===== src/logic/sae_regs.svh =====
// register offsets, field positions and reset values of the event aggregator
`ifndef SAE_REGS_SVH
`define SAE_REGS_SVH

// register byte offsets
`define SAE_SMI_STS1 8'h00
`define SAE_SMI_STATUS2 8'h04
`define SAE_SMI_STS3 8'h08
`define SAE_SMI_EN1 8'h0C
`define SAE_SMI_ENABLE2 8'h10
`define SAE_SMI_EN3 8'h14
`define SAE_EV_POL 8'h18
`define SAE_EV_EITHER 8'h1C
`define SAE_SMI_PIN_CTL 8'h20
`define SAE_WAKE_STS3 8'h24
`define SAE_WAKE_EN3 8'h28
`define SAE_WAKE_PIN 8'h2C
`define SAE_PB_STS3 8'h30
`define SAE_PB_EN3 8'h34
`define SAE_LIVE 8'h38

// second status register fields
`define SAE_STS2_IR 0
`define SAE_STS2_GWAKE 3
// second enable register fields
`define SAE_EN2_IR 0
`define SAE_EN2_GWAKE 3
`define SAE_EN2_TO_WAKE 5
`define SAE_EN2_IRQ2 6
`define SAE_EN2_PIN 7
// pin control fields
`define SAE_PCTL_ACT_LOW 1
`define SAE_PCTL_OPEN_DRAIN 7
`define SAE_PCTL_RESET 8'h82
// wake register fields
`define SAE_WK_MOUSE 0
`define SAE_WK_RING_A 1
`define SAE_WK_RING_B 2
`define SAE_WK_DEVIRQ 3
`define SAE_WK_LAST 4
`define SAE_WK_BITS 5
// wake pin register fields
`define SAE_WPIN_STS 0
`define SAE_WPIN_EN 1
// synchronised pins: 8 event pins then mouse, ring a, ring b, last state, low power
`define SAE_NEV 8
`define SAE_NPIN 13
`define SAE_PIN_MOUSE 8
`define SAE_PIN_RING_A 9
`define SAE_PIN_RING_B 10
`define SAE_PIN_LAST 11
`define SAE_PIN_LOWPWR 12

`endif


===== src/logic/sae_pkg.sv =====
// types shared by the event aggregator
package sae_pkg;
	typedef logic [31:0] sae_word_type;
	typedef logic [7:0] sae_byte_type;
	typedef logic [7:0] sae_addr_type;
endpackage : sae_pkg


===== src/logic/sae_event_aggregator.sv =====
// interrupt and wake event aggregator with an apb register file
//
// Notes on behaviour
// [RQ1] group interrupt is the OR of every status ANDed with its enable.
// [RQ2] group interrupt reaches its pin only while enable-two bit 7 is set.
// [RQ3] enable-two bit 6 also routes the group interrupt onto serial irq2.
// [RQ4] enable-two bit 5 feeds the group interrupt into the wake logic.
// [RQ5] interrupt pin polarity is chosen by the pin control polarity bit.
// [RQ6] pin control bit 7 selects open-drain or push-pull driving.
// [RQ7] after reset the interrupt pin is active low and open-drain.
// [RQ8] pin events set status on the edge picked by polarity; rising by default.
// [RQ9] either-edge mode sets the pin status on rising and falling edges.
// [RQ10] pin status bits clear only by writing one; zero leaves them.
// [RQ11] pin events interrupt through latched status ANDed with enable.
// [RQ12] peripheral status follows its source; writes of one do nothing.
// [RQ13] infrared status clears when software reads status register two.
// [RQ14] peripheral events are ANDed live with enables, without latching.
// [RQ15] status-two bit 3 shows group wake, write-one clear; enable-two bit 3 gates it.
// [RQ16] wake output asserts only while the system sits in S3 or lower.
// [RQ17] wake output is active low on the standby well.
// [RQ18] a separate path drives the power button output from chosen wake events.
// [RQ19] last-state event always enabled on button path, optional on pin path.
// [RQ20] mouse data edge raises pin-path and button-path events separately.
// [RQ21] wake status bits stay set until software writes one.
// [RQ22] pin status sets from status and enable; output needs pin enable too.
// [RQ23] device interrupt wake status and enable sit at bit 3 of wake regs three.
// [RQ24] group interrupt drops once no status and enable pair is set.
// [RQ25] software arms enables and clears stale status before enabling pins.
//
// Chosen here: the register offsets and register access over APB.
`include "sae_regs.svh"

module sae_event_aggregator (
	// clock and reset
	input wire logic pclk,
	input wire logic presetn,
	// apb slave
	input wire logic psel,
	input wire logic penable,
	input wire logic pwrite,
	input wire sae_pkg::sae_addr_type paddr,
	input wire sae_pkg::sae_word_type pwdata,
	output logic pready,
	output sae_pkg::sae_word_type prdata,
	output logic pslverr,
	// live peripheral interrupt levels, same clock
	input wire sae_pkg::sae_byte_type periph_irq,
	input wire logic infrared_irq,
	// asynchronous pins
	input wire sae_pkg::sae_byte_type event_pin,
	input wire logic mouse_data,
	input wire logic ring_indicator_a,
	input wire logic ring_indicator_b,
	input wire logic last_state_event,
	input wire logic low_power_state,
	// interrupt and wake outputs
	output logic group_sysmgmt_irq,
	output logic sysmgmt_irq_pin_out,
	output logic sysmgmt_irq_pin_oe,
	output logic serirq_irq2,
	output logic power_event_pin_n,
	output logic power_button_wake_n
);
	import sae_pkg::*;

	logic [`SAE_NPIN-1:0] pin_raw;
	logic [`SAE_NPIN-1:0] sync_a;
	logic [`SAE_NPIN-1:0] sync_b;
	logic [`SAE_NPIN-1:0] sync_c;
	logic [`SAE_NPIN-1:0] pin_q;
	logic [`SAE_NPIN-1:0] pin_prev;
	logic [`SAE_NPIN-1:0] rise;
	logic [`SAE_NPIN-1:0] fall;
	sae_byte_type smi_sts3;
	sae_byte_type smi_en1;
	sae_byte_type sysmgmt_enable_reg_two;
	sae_byte_type smi_en3;
	sae_byte_type ev_pol;
	sae_byte_type either_edge_trigger;
	sae_byte_type pin_ctl;
	sae_byte_type next_sts3_set;
	logic infrared_irq_status;
	logic group_wake_status_bit;
	logic sts2_group_wake;
	logic group_wake_enable_bit;
	logic [`SAE_WK_BITS-1:0] wake_sts3;
	logic [`SAE_WK_BITS-1:0] wake_en3;
	logic [`SAE_WK_BITS-1:0] pb_sts3;
	logic [`SAE_WK_BITS-1:0] pb_en3;
	logic [`SAE_WK_BITS-1:0] pb_en_eff;
	logic [`SAE_WK_BITS-1:0] wake_set;
	logic next_group;
	logic next_level;
	logic group_wake;
	logic pb_any;
	logic low_power;
	logic acc_wr;
	logic setup_rd;
	logic wr_sts2;
	logic wr_sts3;
	logic wr_wsts;
	logic wr_pbsts;
	logic rd_sts2;
	logic addr_ok;
	sae_word_type next_rdata;

	// three-stage synchronisers; a new level counts once stages two and three agree
	assign pin_raw = {low_power_state, last_state_event, ring_indicator_b,
		ring_indicator_a, mouse_data, event_pin};
	genvar g;
	generate
		for (g = 0; g < `SAE_NPIN; g++) begin : g_sync
			always_ff @(posedge pclk or negedge presetn) begin
				if (!presetn) begin
					sync_a[g] <= 1'b0;
					sync_b[g] <= 1'b0;
					sync_c[g] <= 1'b0;
					pin_q[g] <= 1'b0;
					pin_prev[g] <= 1'b0;
				end else begin
					sync_a[g] <= pin_raw[g];
					sync_b[g] <= sync_a[g];
					sync_c[g] <= sync_b[g];
					if (sync_b[g] == sync_c[g]) begin
						pin_q[g] <= sync_c[g];
					end
					pin_prev[g] <= pin_q[g];
				end
			end
		end
	endgenerate
	assign rise = pin_q & ~pin_prev;
	assign fall = ~pin_q & pin_prev;
	assign low_power = pin_q[`SAE_PIN_LOWPWR];

	// apb strobes; writes land at the access edge, read side effects at the setup edge
	assign acc_wr = psel & penable & pready & pwrite;
	assign setup_rd = psel & ~penable & ~pwrite;
	assign wr_sts2 = acc_wr & (paddr == `SAE_SMI_STATUS2);
	assign wr_sts3 = acc_wr & (paddr == `SAE_SMI_STS3);
	assign wr_wsts = acc_wr & (paddr == `SAE_WAKE_STS3);
	assign wr_pbsts = acc_wr & (paddr == `SAE_PB_STS3);
	assign rd_sts2 = setup_rd & (paddr == `SAE_SMI_STATUS2);

	// edge select per event pin: polarity picks the edge, either-edge takes both
	assign next_sts3_set = (either_edge_trigger
		& (rise[`SAE_NEV-1:0] | fall[`SAE_NEV-1:0])) // [RQ9]
		| (~either_edge_trigger & ~ev_pol & rise[`SAE_NEV-1:0]) // [RQ8]
		| (~either_edge_trigger & ev_pol & fall[`SAE_NEV-1:0]); // [RQ8]

	// latched pin status; a set in the clearing cycle wins
	always_ff @(posedge pclk or negedge presetn) begin
		if (!presetn) begin
			smi_sts3 <= 8'h00;
		end else begin
			smi_sts3 <= (smi_sts3 & ~(wr_sts3 ? pwdata[7:0] : 8'h00)) | next_sts3_set; // [RQ10]
		end
	end

	// infrared status is cleared by reading status two; a new event still wins
	always_ff @(posedge pclk or negedge presetn) begin
		if (!presetn) begin
			infrared_irq_status <= 1'b0;
		end else begin
			infrared_irq_status <= (infrared_irq_status & ~rd_sts2) | infrared_irq; // [RQ13]
		end
	end

	// read-write control registers
	always_ff @(posedge pclk or negedge presetn) begin
		if (!presetn) begin
			smi_en1 <= 8'h00;
			sysmgmt_enable_reg_two <= 8'h00;
			smi_en3 <= 8'h00;
			ev_pol <= 8'h00;
			either_edge_trigger <= 8'h00;
			pin_ctl <= `SAE_PCTL_RESET; // [RQ7]
			wake_en3 <= '0;
			pb_en3 <= '0;
			group_wake_enable_bit <= 1'b0;
		end else if (acc_wr) begin
			unique case (paddr)
				`SAE_SMI_EN1: smi_en1 <= pwdata[7:0];
				`SAE_SMI_ENABLE2: sysmgmt_enable_reg_two <= pwdata[7:0];
				`SAE_SMI_EN3: smi_en3 <= pwdata[7:0];
				`SAE_EV_POL: ev_pol <= pwdata[7:0];
				`SAE_EV_EITHER: either_edge_trigger <= pwdata[7:0];
				`SAE_SMI_PIN_CTL: pin_ctl <= pwdata[7:0];
				`SAE_WAKE_EN3: wake_en3 <= pwdata[`SAE_WK_BITS-1:0];
				`SAE_PB_EN3: pb_en3 <= pwdata[`SAE_WK_BITS-1:0];
				`SAE_WAKE_PIN: group_wake_enable_bit <= pwdata[`SAE_WPIN_EN];
				default: ;
			endcase
		end
	end

	// group interrupt: live peripheral levels plus latched status, each with its enable
	assign next_group = (|(periph_irq & smi_en1)) // [RQ14] [RQ12]
		| (infrared_irq_status & sysmgmt_enable_reg_two[`SAE_EN2_IR])
		| (sts2_group_wake & sysmgmt_enable_reg_two[`SAE_EN2_GWAKE]) // [RQ15]
		| (|(smi_sts3 & smi_en3)); // [RQ1] [RQ11]
	// pin level after gating and polarity; xor with the active-low bit
	assign next_level = (next_group & sysmgmt_enable_reg_two[`SAE_EN2_PIN]) // [RQ2]
		^ pin_ctl[`SAE_PCTL_ACT_LOW]; // [RQ5]

	// outputs are registered straight from the combined terms so no extra latch delays release
	always_ff @(posedge pclk or negedge presetn) begin
		if (!presetn) begin
			group_sysmgmt_irq <= 1'b0;
			sysmgmt_irq_pin_out <= 1'b0;
			sysmgmt_irq_pin_oe <= 1'b0;
			serirq_irq2 <= 1'b0;
		end else begin
			group_sysmgmt_irq <= next_group; // [RQ24]
			serirq_irq2 <= next_group & sysmgmt_enable_reg_two[`SAE_EN2_IRQ2]; // [RQ3]
			// open drain only ever pulls low, so a high level means release
			if (pin_ctl[`SAE_PCTL_OPEN_DRAIN]) begin // [RQ6]
				sysmgmt_irq_pin_out <= 1'b0;
				sysmgmt_irq_pin_oe <= ~next_level;
			end else begin
				sysmgmt_irq_pin_out <= next_level;
				sysmgmt_irq_pin_oe <= 1'b1;
			end
		end
	end

	// wake events shared by both paths; mouse and ring pins idle high
	assign wake_set[`SAE_WK_MOUSE] = fall[`SAE_PIN_MOUSE]; // [RQ20]
	assign wake_set[`SAE_WK_RING_A] = fall[`SAE_PIN_RING_A];
	assign wake_set[`SAE_WK_RING_B] = fall[`SAE_PIN_RING_B];
	assign wake_set[`SAE_WK_DEVIRQ] = group_sysmgmt_irq & sysmgmt_enable_reg_two[`SAE_EN2_TO_WAKE]; // [RQ4] [RQ23]
	assign wake_set[`SAE_WK_LAST] = rise[`SAE_PIN_LAST];
	assign group_wake = |(wake_sts3 & wake_en3); // [RQ22] [RQ19]
	// last-state event cannot be masked on the button path
	assign pb_en_eff = pb_en3 | (`SAE_WK_BITS'(1) << `SAE_WK_LAST); // [RQ19]
	assign pb_any = |(pb_sts3 & pb_en_eff); // [RQ18]

	// sticky wake status, pin status and group wake status; sets win over clears
	always_ff @(posedge pclk or negedge presetn) begin
		if (!presetn) begin
			wake_sts3 <= '0;
			pb_sts3 <= '0;
			group_wake_status_bit <= 1'b0;
			sts2_group_wake <= 1'b0;
		end else begin
			wake_sts3 <= (wake_sts3 & ~(wr_wsts ? pwdata[`SAE_WK_BITS-1:0] : '0))
				| wake_set; // [RQ21]
			pb_sts3 <= (pb_sts3 & ~(wr_pbsts ? pwdata[`SAE_WK_BITS-1:0] : '0))
				| wake_set; // [RQ20] [RQ21]
			group_wake_status_bit <= (group_wake_status_bit
				& ~(acc_wr & (paddr == `SAE_WAKE_PIN) & pwdata[`SAE_WPIN_STS]))
				| group_wake; // [RQ22]
			sts2_group_wake <= (sts2_group_wake & ~(wr_sts2 & pwdata[`SAE_STS2_GWAKE]))
				| group_wake; // [RQ15]
		end
	end

	// active-low wake outputs, only while asleep in S3 or below
	always_ff @(posedge pclk or negedge presetn) begin
		if (!presetn) begin
			power_event_pin_n <= 1'b1;
			power_button_wake_n <= 1'b1;
		end else begin
			power_event_pin_n <= ~(group_wake_status_bit & group_wake_enable_bit
				& low_power); // [RQ16] [RQ17]
			power_button_wake_n <= ~(pb_any & low_power); // [RQ18]
		end
	end

	// read mux; unmapped addresses read zero and flag an error
	always_comb begin
		next_rdata = 32'h0000_0000;
		addr_ok = 1'b1;
		unique case (paddr)
			`SAE_SMI_STS1: next_rdata[7:0] = periph_irq; // [RQ12]
			`SAE_SMI_STATUS2: begin
				next_rdata[`SAE_STS2_IR] = infrared_irq_status;
				next_rdata[`SAE_STS2_GWAKE] = sts2_group_wake;
			end
			`SAE_SMI_STS3: next_rdata[7:0] = smi_sts3;
			`SAE_SMI_EN1: next_rdata[7:0] = smi_en1;
			`SAE_SMI_ENABLE2: next_rdata[7:0] = sysmgmt_enable_reg_two;
			`SAE_SMI_EN3: next_rdata[7:0] = smi_en3;
			`SAE_EV_POL: next_rdata[7:0] = ev_pol;
			`SAE_EV_EITHER: next_rdata[7:0] = either_edge_trigger;
			`SAE_SMI_PIN_CTL: next_rdata[7:0] = pin_ctl;
			`SAE_WAKE_STS3: next_rdata[`SAE_WK_BITS-1:0] = wake_sts3;
			`SAE_WAKE_EN3: next_rdata[`SAE_WK_BITS-1:0] = wake_en3;
			`SAE_WAKE_PIN: begin
				next_rdata[`SAE_WPIN_STS] = group_wake_status_bit;
				next_rdata[`SAE_WPIN_EN] = group_wake_enable_bit;
			end
			`SAE_PB_STS3: next_rdata[`SAE_WK_BITS-1:0] = pb_sts3;
			`SAE_PB_EN3: next_rdata[`SAE_WK_BITS-1:0] = pb_en_eff;
			`SAE_LIVE: next_rdata[3:0] = {~power_button_wake_n, ~power_event_pin_n,
				low_power, group_sysmgmt_irq};
			default: addr_ok = 1'b0;
		endcase
	end

	// apb answer: data captured at the setup edge, ready for exactly one access cycle
	always_ff @(posedge pclk or negedge presetn) begin
		if (!presetn) begin
			pready <= 1'b0;
			prdata <= 32'h0000_0000;
			pslverr <= 1'b0;
		end else begin
			pready <= psel & ~penable;
			if (psel & ~penable) begin
				prdata <= pwrite ? 32'h0000_0000 : next_rdata;
				pslverr <= ~addr_ok;
			end else begin
				pslverr <= 1'b0;
			end
		end
	end

	// helper copies for the checks below
	logic chk_act_low_q;
	logic chk_pin_active;
	// polarity as it stood when the pin level was launched; a polarity write would
	// otherwise make the idle level look active for one cycle
	always_ff @(posedge pclk or negedge presetn) begin
		if (!presetn) begin
			chk_act_low_q <= 1'b1; // pin control resets to active low
		end else begin
			chk_act_low_q <= pin_ctl[`SAE_PCTL_ACT_LOW];
		end
	end
	// level on the wire, a released pin floats high, then judged against polarity
	assign chk_pin_active = (sysmgmt_irq_pin_oe ? sysmgmt_irq_pin_out : 1'b1) ^ chk_act_low_q;
endmodule : sae_event_aggregator


===== config.mk =====
export PLATFORM = sky130hd
export DESIGN_NAME = sae_event_aggregator
export DESIGN_NICKNAME = d
export VERILOG_FILES = /design/src/logic/sae_pkg.sv /design/src/logic/sae_event_aggregator.sv
export VERILOG_INCLUDE_DIRS = /design/src /design/src/logic
export SDC_FILE = /design/constraint.sdc
export NUM_CORES = 1
export LEC_CHECK = 0
export ABC_AREA = 1
export BUFFER_PORTS_ARGS = -buffer_cell sky130_fd_sc_hd__buf_2
export CORE_UTILIZATION = 57
export CTS_CLUSTER_SIZE = 20
export DETAILED_ROUTE_END_ITERATION = 10
export PLACE_DENSITY = 0.78
export REMOVE_ABC_BUFFERS = 1
export SETUP_SLACK_MARGIN = 0.05
export SKIP_LAST_GASP = 1
export SYNTH_ARGS = -nofsm -noshare
export SYNTH_HDL_FRONTEND = slang
export SYNTH_SLANG_ARGS = --single-unit

===== constraint.sdc =====
create_clock -name pclk -period 1.55 [get_ports pclk]
set_input_delay 0.465 -clock pclk [delete_from_list [all_inputs] [get_ports pclk]]
set_output_delay 0.465 -clock pclk [all_outputs]
set_load 0.02 [all_outputs]

==> impl_metrics.ini <==
[run_status]
outcome = complete, but fails checks
violations = negative setup slack

[layout]
post-route-util_pct = 70.3
num_antenna_cells = 0
final_cells = 1072
area.growth.synth_to_final_pct = 19.8
nFillCells = 895
layout.nets = 974
multiInputGateArea_sq_mm = 0.00267
stdcell_area_sq_mm = 0.00848
seq_area_sq_mm = 0.00399
drive_gt1_share_pct = 20.8

[sta]
fmax_mhz = 645
fin_crit_ns = 1.55
hold_viol_final = 0
period_share_pct = 100
fin_ws_ns = -0.00136
slew_violations = 0
setup_tns_ns = -0.00136
finalSetupViolCount = 1
skew_ns = 0.00837
rsz0062_at_grt = true

[route]
via_count = 5719
drc = 0
drt-pass1-iter-count = 6
post_drt_wl_per_cell_um = 15.8
drtIter0Drc = 603
vias_per_cell = 5.33
ant_nets = 0
routed_wl_um = 16900

[clocking]
cts_tree = built
clock-sinks = 159
clk_path_buf_depth = 2
clkLatencyLatePin_ns = 0.43
cts.clk_slew.worst_paths_ns = 0.06
cts-root-buf = clkbuf_16
cts_max_level = 4
cts_buffers = 17

[setup_path]
endpoint_kind = output port
critPathBufInv = 1
slowest_stage = dfstp_2
critPathTopFamily = flip-flops
critPathMaxFanout = 2
path_cells = buf_6
critPathRequiredTime_ns = 1.08
r2r-start = pready
cp-startpoint = power_event_pin_n
critical_path_arrival_ns = 1.09
crit_path_start_kind = flip-flop
crit_type = reg -> out
cpPeakStageDelay_ns = 0.54

[die]
die_x_um = 113
core_sq_mm = 0.0121
die_h_um = 113
fp-row-count = 40
die-area_sq_mm = 0.0129
ios = 107
initial_utilization_pct = 58.7

[global_route]
antenna_found_initial = 0
grt_pass1_vias = 5540
grt_pass1_wl_um = 27600
track_usage_pct = 28.8
grt_max_degree = 52
grt_overflow = 0

[yosys]
ys_types = 34
synth_area_sq_mm = 0.00708
yosysTopAreaCellShare_pct = 54.8
syn_avg_cell_area_sq_um = 9.16
syn_inst = 773
ys_ff_latch = 159
ys.flop_type = dfrtp_1
netlist_top_cells_area = dfrtp_1 (55%), nand2_1 (11%), o21ai_0 (6.4%), nand3_1 (4.2%), inv_1 (4.0%)
ys_warn_count = 0
synthArstFlopShare_pct = 100
synth-edff-count = 0
synth_top_cell_by_area = dfrtp_1
yosysSeqAreaShare_pct = 56.3

[place]
port_buffers = 58
dp.cells = 1038
dpl.hpwl_um = 12400
pre_cts_ws_ns = -0.388
gp_congestion = 0.942
postPlaceCellArea_sq_mm = 0.00785

[power_and_ir_drop]
leakagePower_uw = 0.00416
vdd_drop_max_v = 0.000963
power_density_mw_per_mm2 = 1050

[run]
maxCapViolCount = 0

[hold_path]
hp-class = in -> reg
holdCritStartpoint = event_pin[1]
-- cells in the mapped netlist (all sizes together), types with 2 or more instances --
| cell type | instances |
|---|---|
| nand3b | 3 |
| a21oi | 3 |
| maj3 | 13 |
| ha | 16 |
| o21ai | 103 |
| buf | 31 |
| clkbuf | 4 |
| dfstp | 4 |
| o2111ai | 8 |
| nand4 | 5 |
| inv | 78 |
| nand3 | 62 |
| dfrtp | 155 |
| o22ai | 2 |
| nand2 | 222 |
| nor2 | 55 |
-- power breakdown --
| group | internal [uW] | leakage, uW | switching (uW) | total, uW |
|---|---|---|---|---|
| registers | 4280 | 0.00194 | 84.7 | 4370 |
| logic | 191 | 0.00194 | 368 | 559 |
| clock network | 2150 | 0.000275 | 1800 | 3950 |
| total | 6620 | 0.00416 | 2250 | 8870 |
-- path summary, 6_finish.rpt --
path / endpoint / slack (ns) / cells past startpoint
max: power_event_pin_n / -0.001 / 1
min: sync_a[1] / 0.14 / 1
max reg2reg: wake_sts3[1] / 0.15 / 6
min reg2reg: sync_b[5] / 0.35 / 0
max in group asynchronous: pin_ctl[1] / 0.48 / 3
min in group asynchronous: either_edge_trigger[7] / 0.48 / 2
-- layer usage --
metal	share of wire, %	track usage, %	up-vias
li1	-	-	2690
met1	43	38.2	2717
met2	47	44.6	264
met3	7.0	6.38	48
met4	3.6	15.6	0
met5	0	0	-
-- repair_timing --
item,CTS,global route
hold endpoints to repair,22,0
gates resized for setup,6,17
hold buffers,1,0
pin swaps,0,1
buffers inserted,1,0
setup endpoints to repair,4,30
-- placed cells by master (no fill, tap or decap), drive strengths merged --
cell,instances
nor3,1
a221oi,1
nand3b,3
dfrtp,155
dlygate4sd3,1
o21ai,103
a21oi,3
clkbuf,18
nor4,1
clkinvlp,3
o2111ai,8
dfstp,4
inv,84
and2,1
maj3,13
nand2,222
nand4,5
clkinv,6
ha,16
o22ai,2
buf,110
nand3,62
o2bb2ai,1
conb,24
o211ai,1
o31ai,1
nor2,55
-- registers in the layout, summed over array words and instances, names as in the netlist, 12 cells and up --
register / flops
sync_a: 13
sync_b: 13
pin_q: 12
pin_prev: 12
sync_c: 13
-- area by class of cell --
cell class / instances / share of cell area [%]
sequential: 159 / 47.0
multi-input combinational: 523 / 31.5
timing repair buffer: 111 / 8.85
clock buffer: 18 / 5.18
inverter: 79 / 3.54
tap: 168 / 2.48
clock inverter: 14 / 1.48
-- cell families after synthesis --
family | share of synthesized area [%]
adder cells (fa/ha/maj) | 4.67
AO/OA/AOI/OAI | 9.12
AND/OR/NAND/NOR | 22.2
buffers and inverters | 7.65
other | 0.0530
flip-flops | 56.3
-- worst register-to-register path: stages, from the launching register on --
cell and delay, ns:
dfrtp_1 0.34, nand4_1 0.14, inv_1 0.13, buf_6 0.19, nand2_1 0.16, o21ai_0 0.21
o21ai_0 0.11
-- per-stage QoR --
stage          power (uW)  hold WS [ns]
2_1_floorplan        4680         0.169
3_3_place_gp         4950         0.331
3_5_place_dp         4990         0.338
4_1_cts              8950         0.117
5_1_grt              9210         0.119
6_report             8870         0.136
Power figures use the tool's default switching activity.
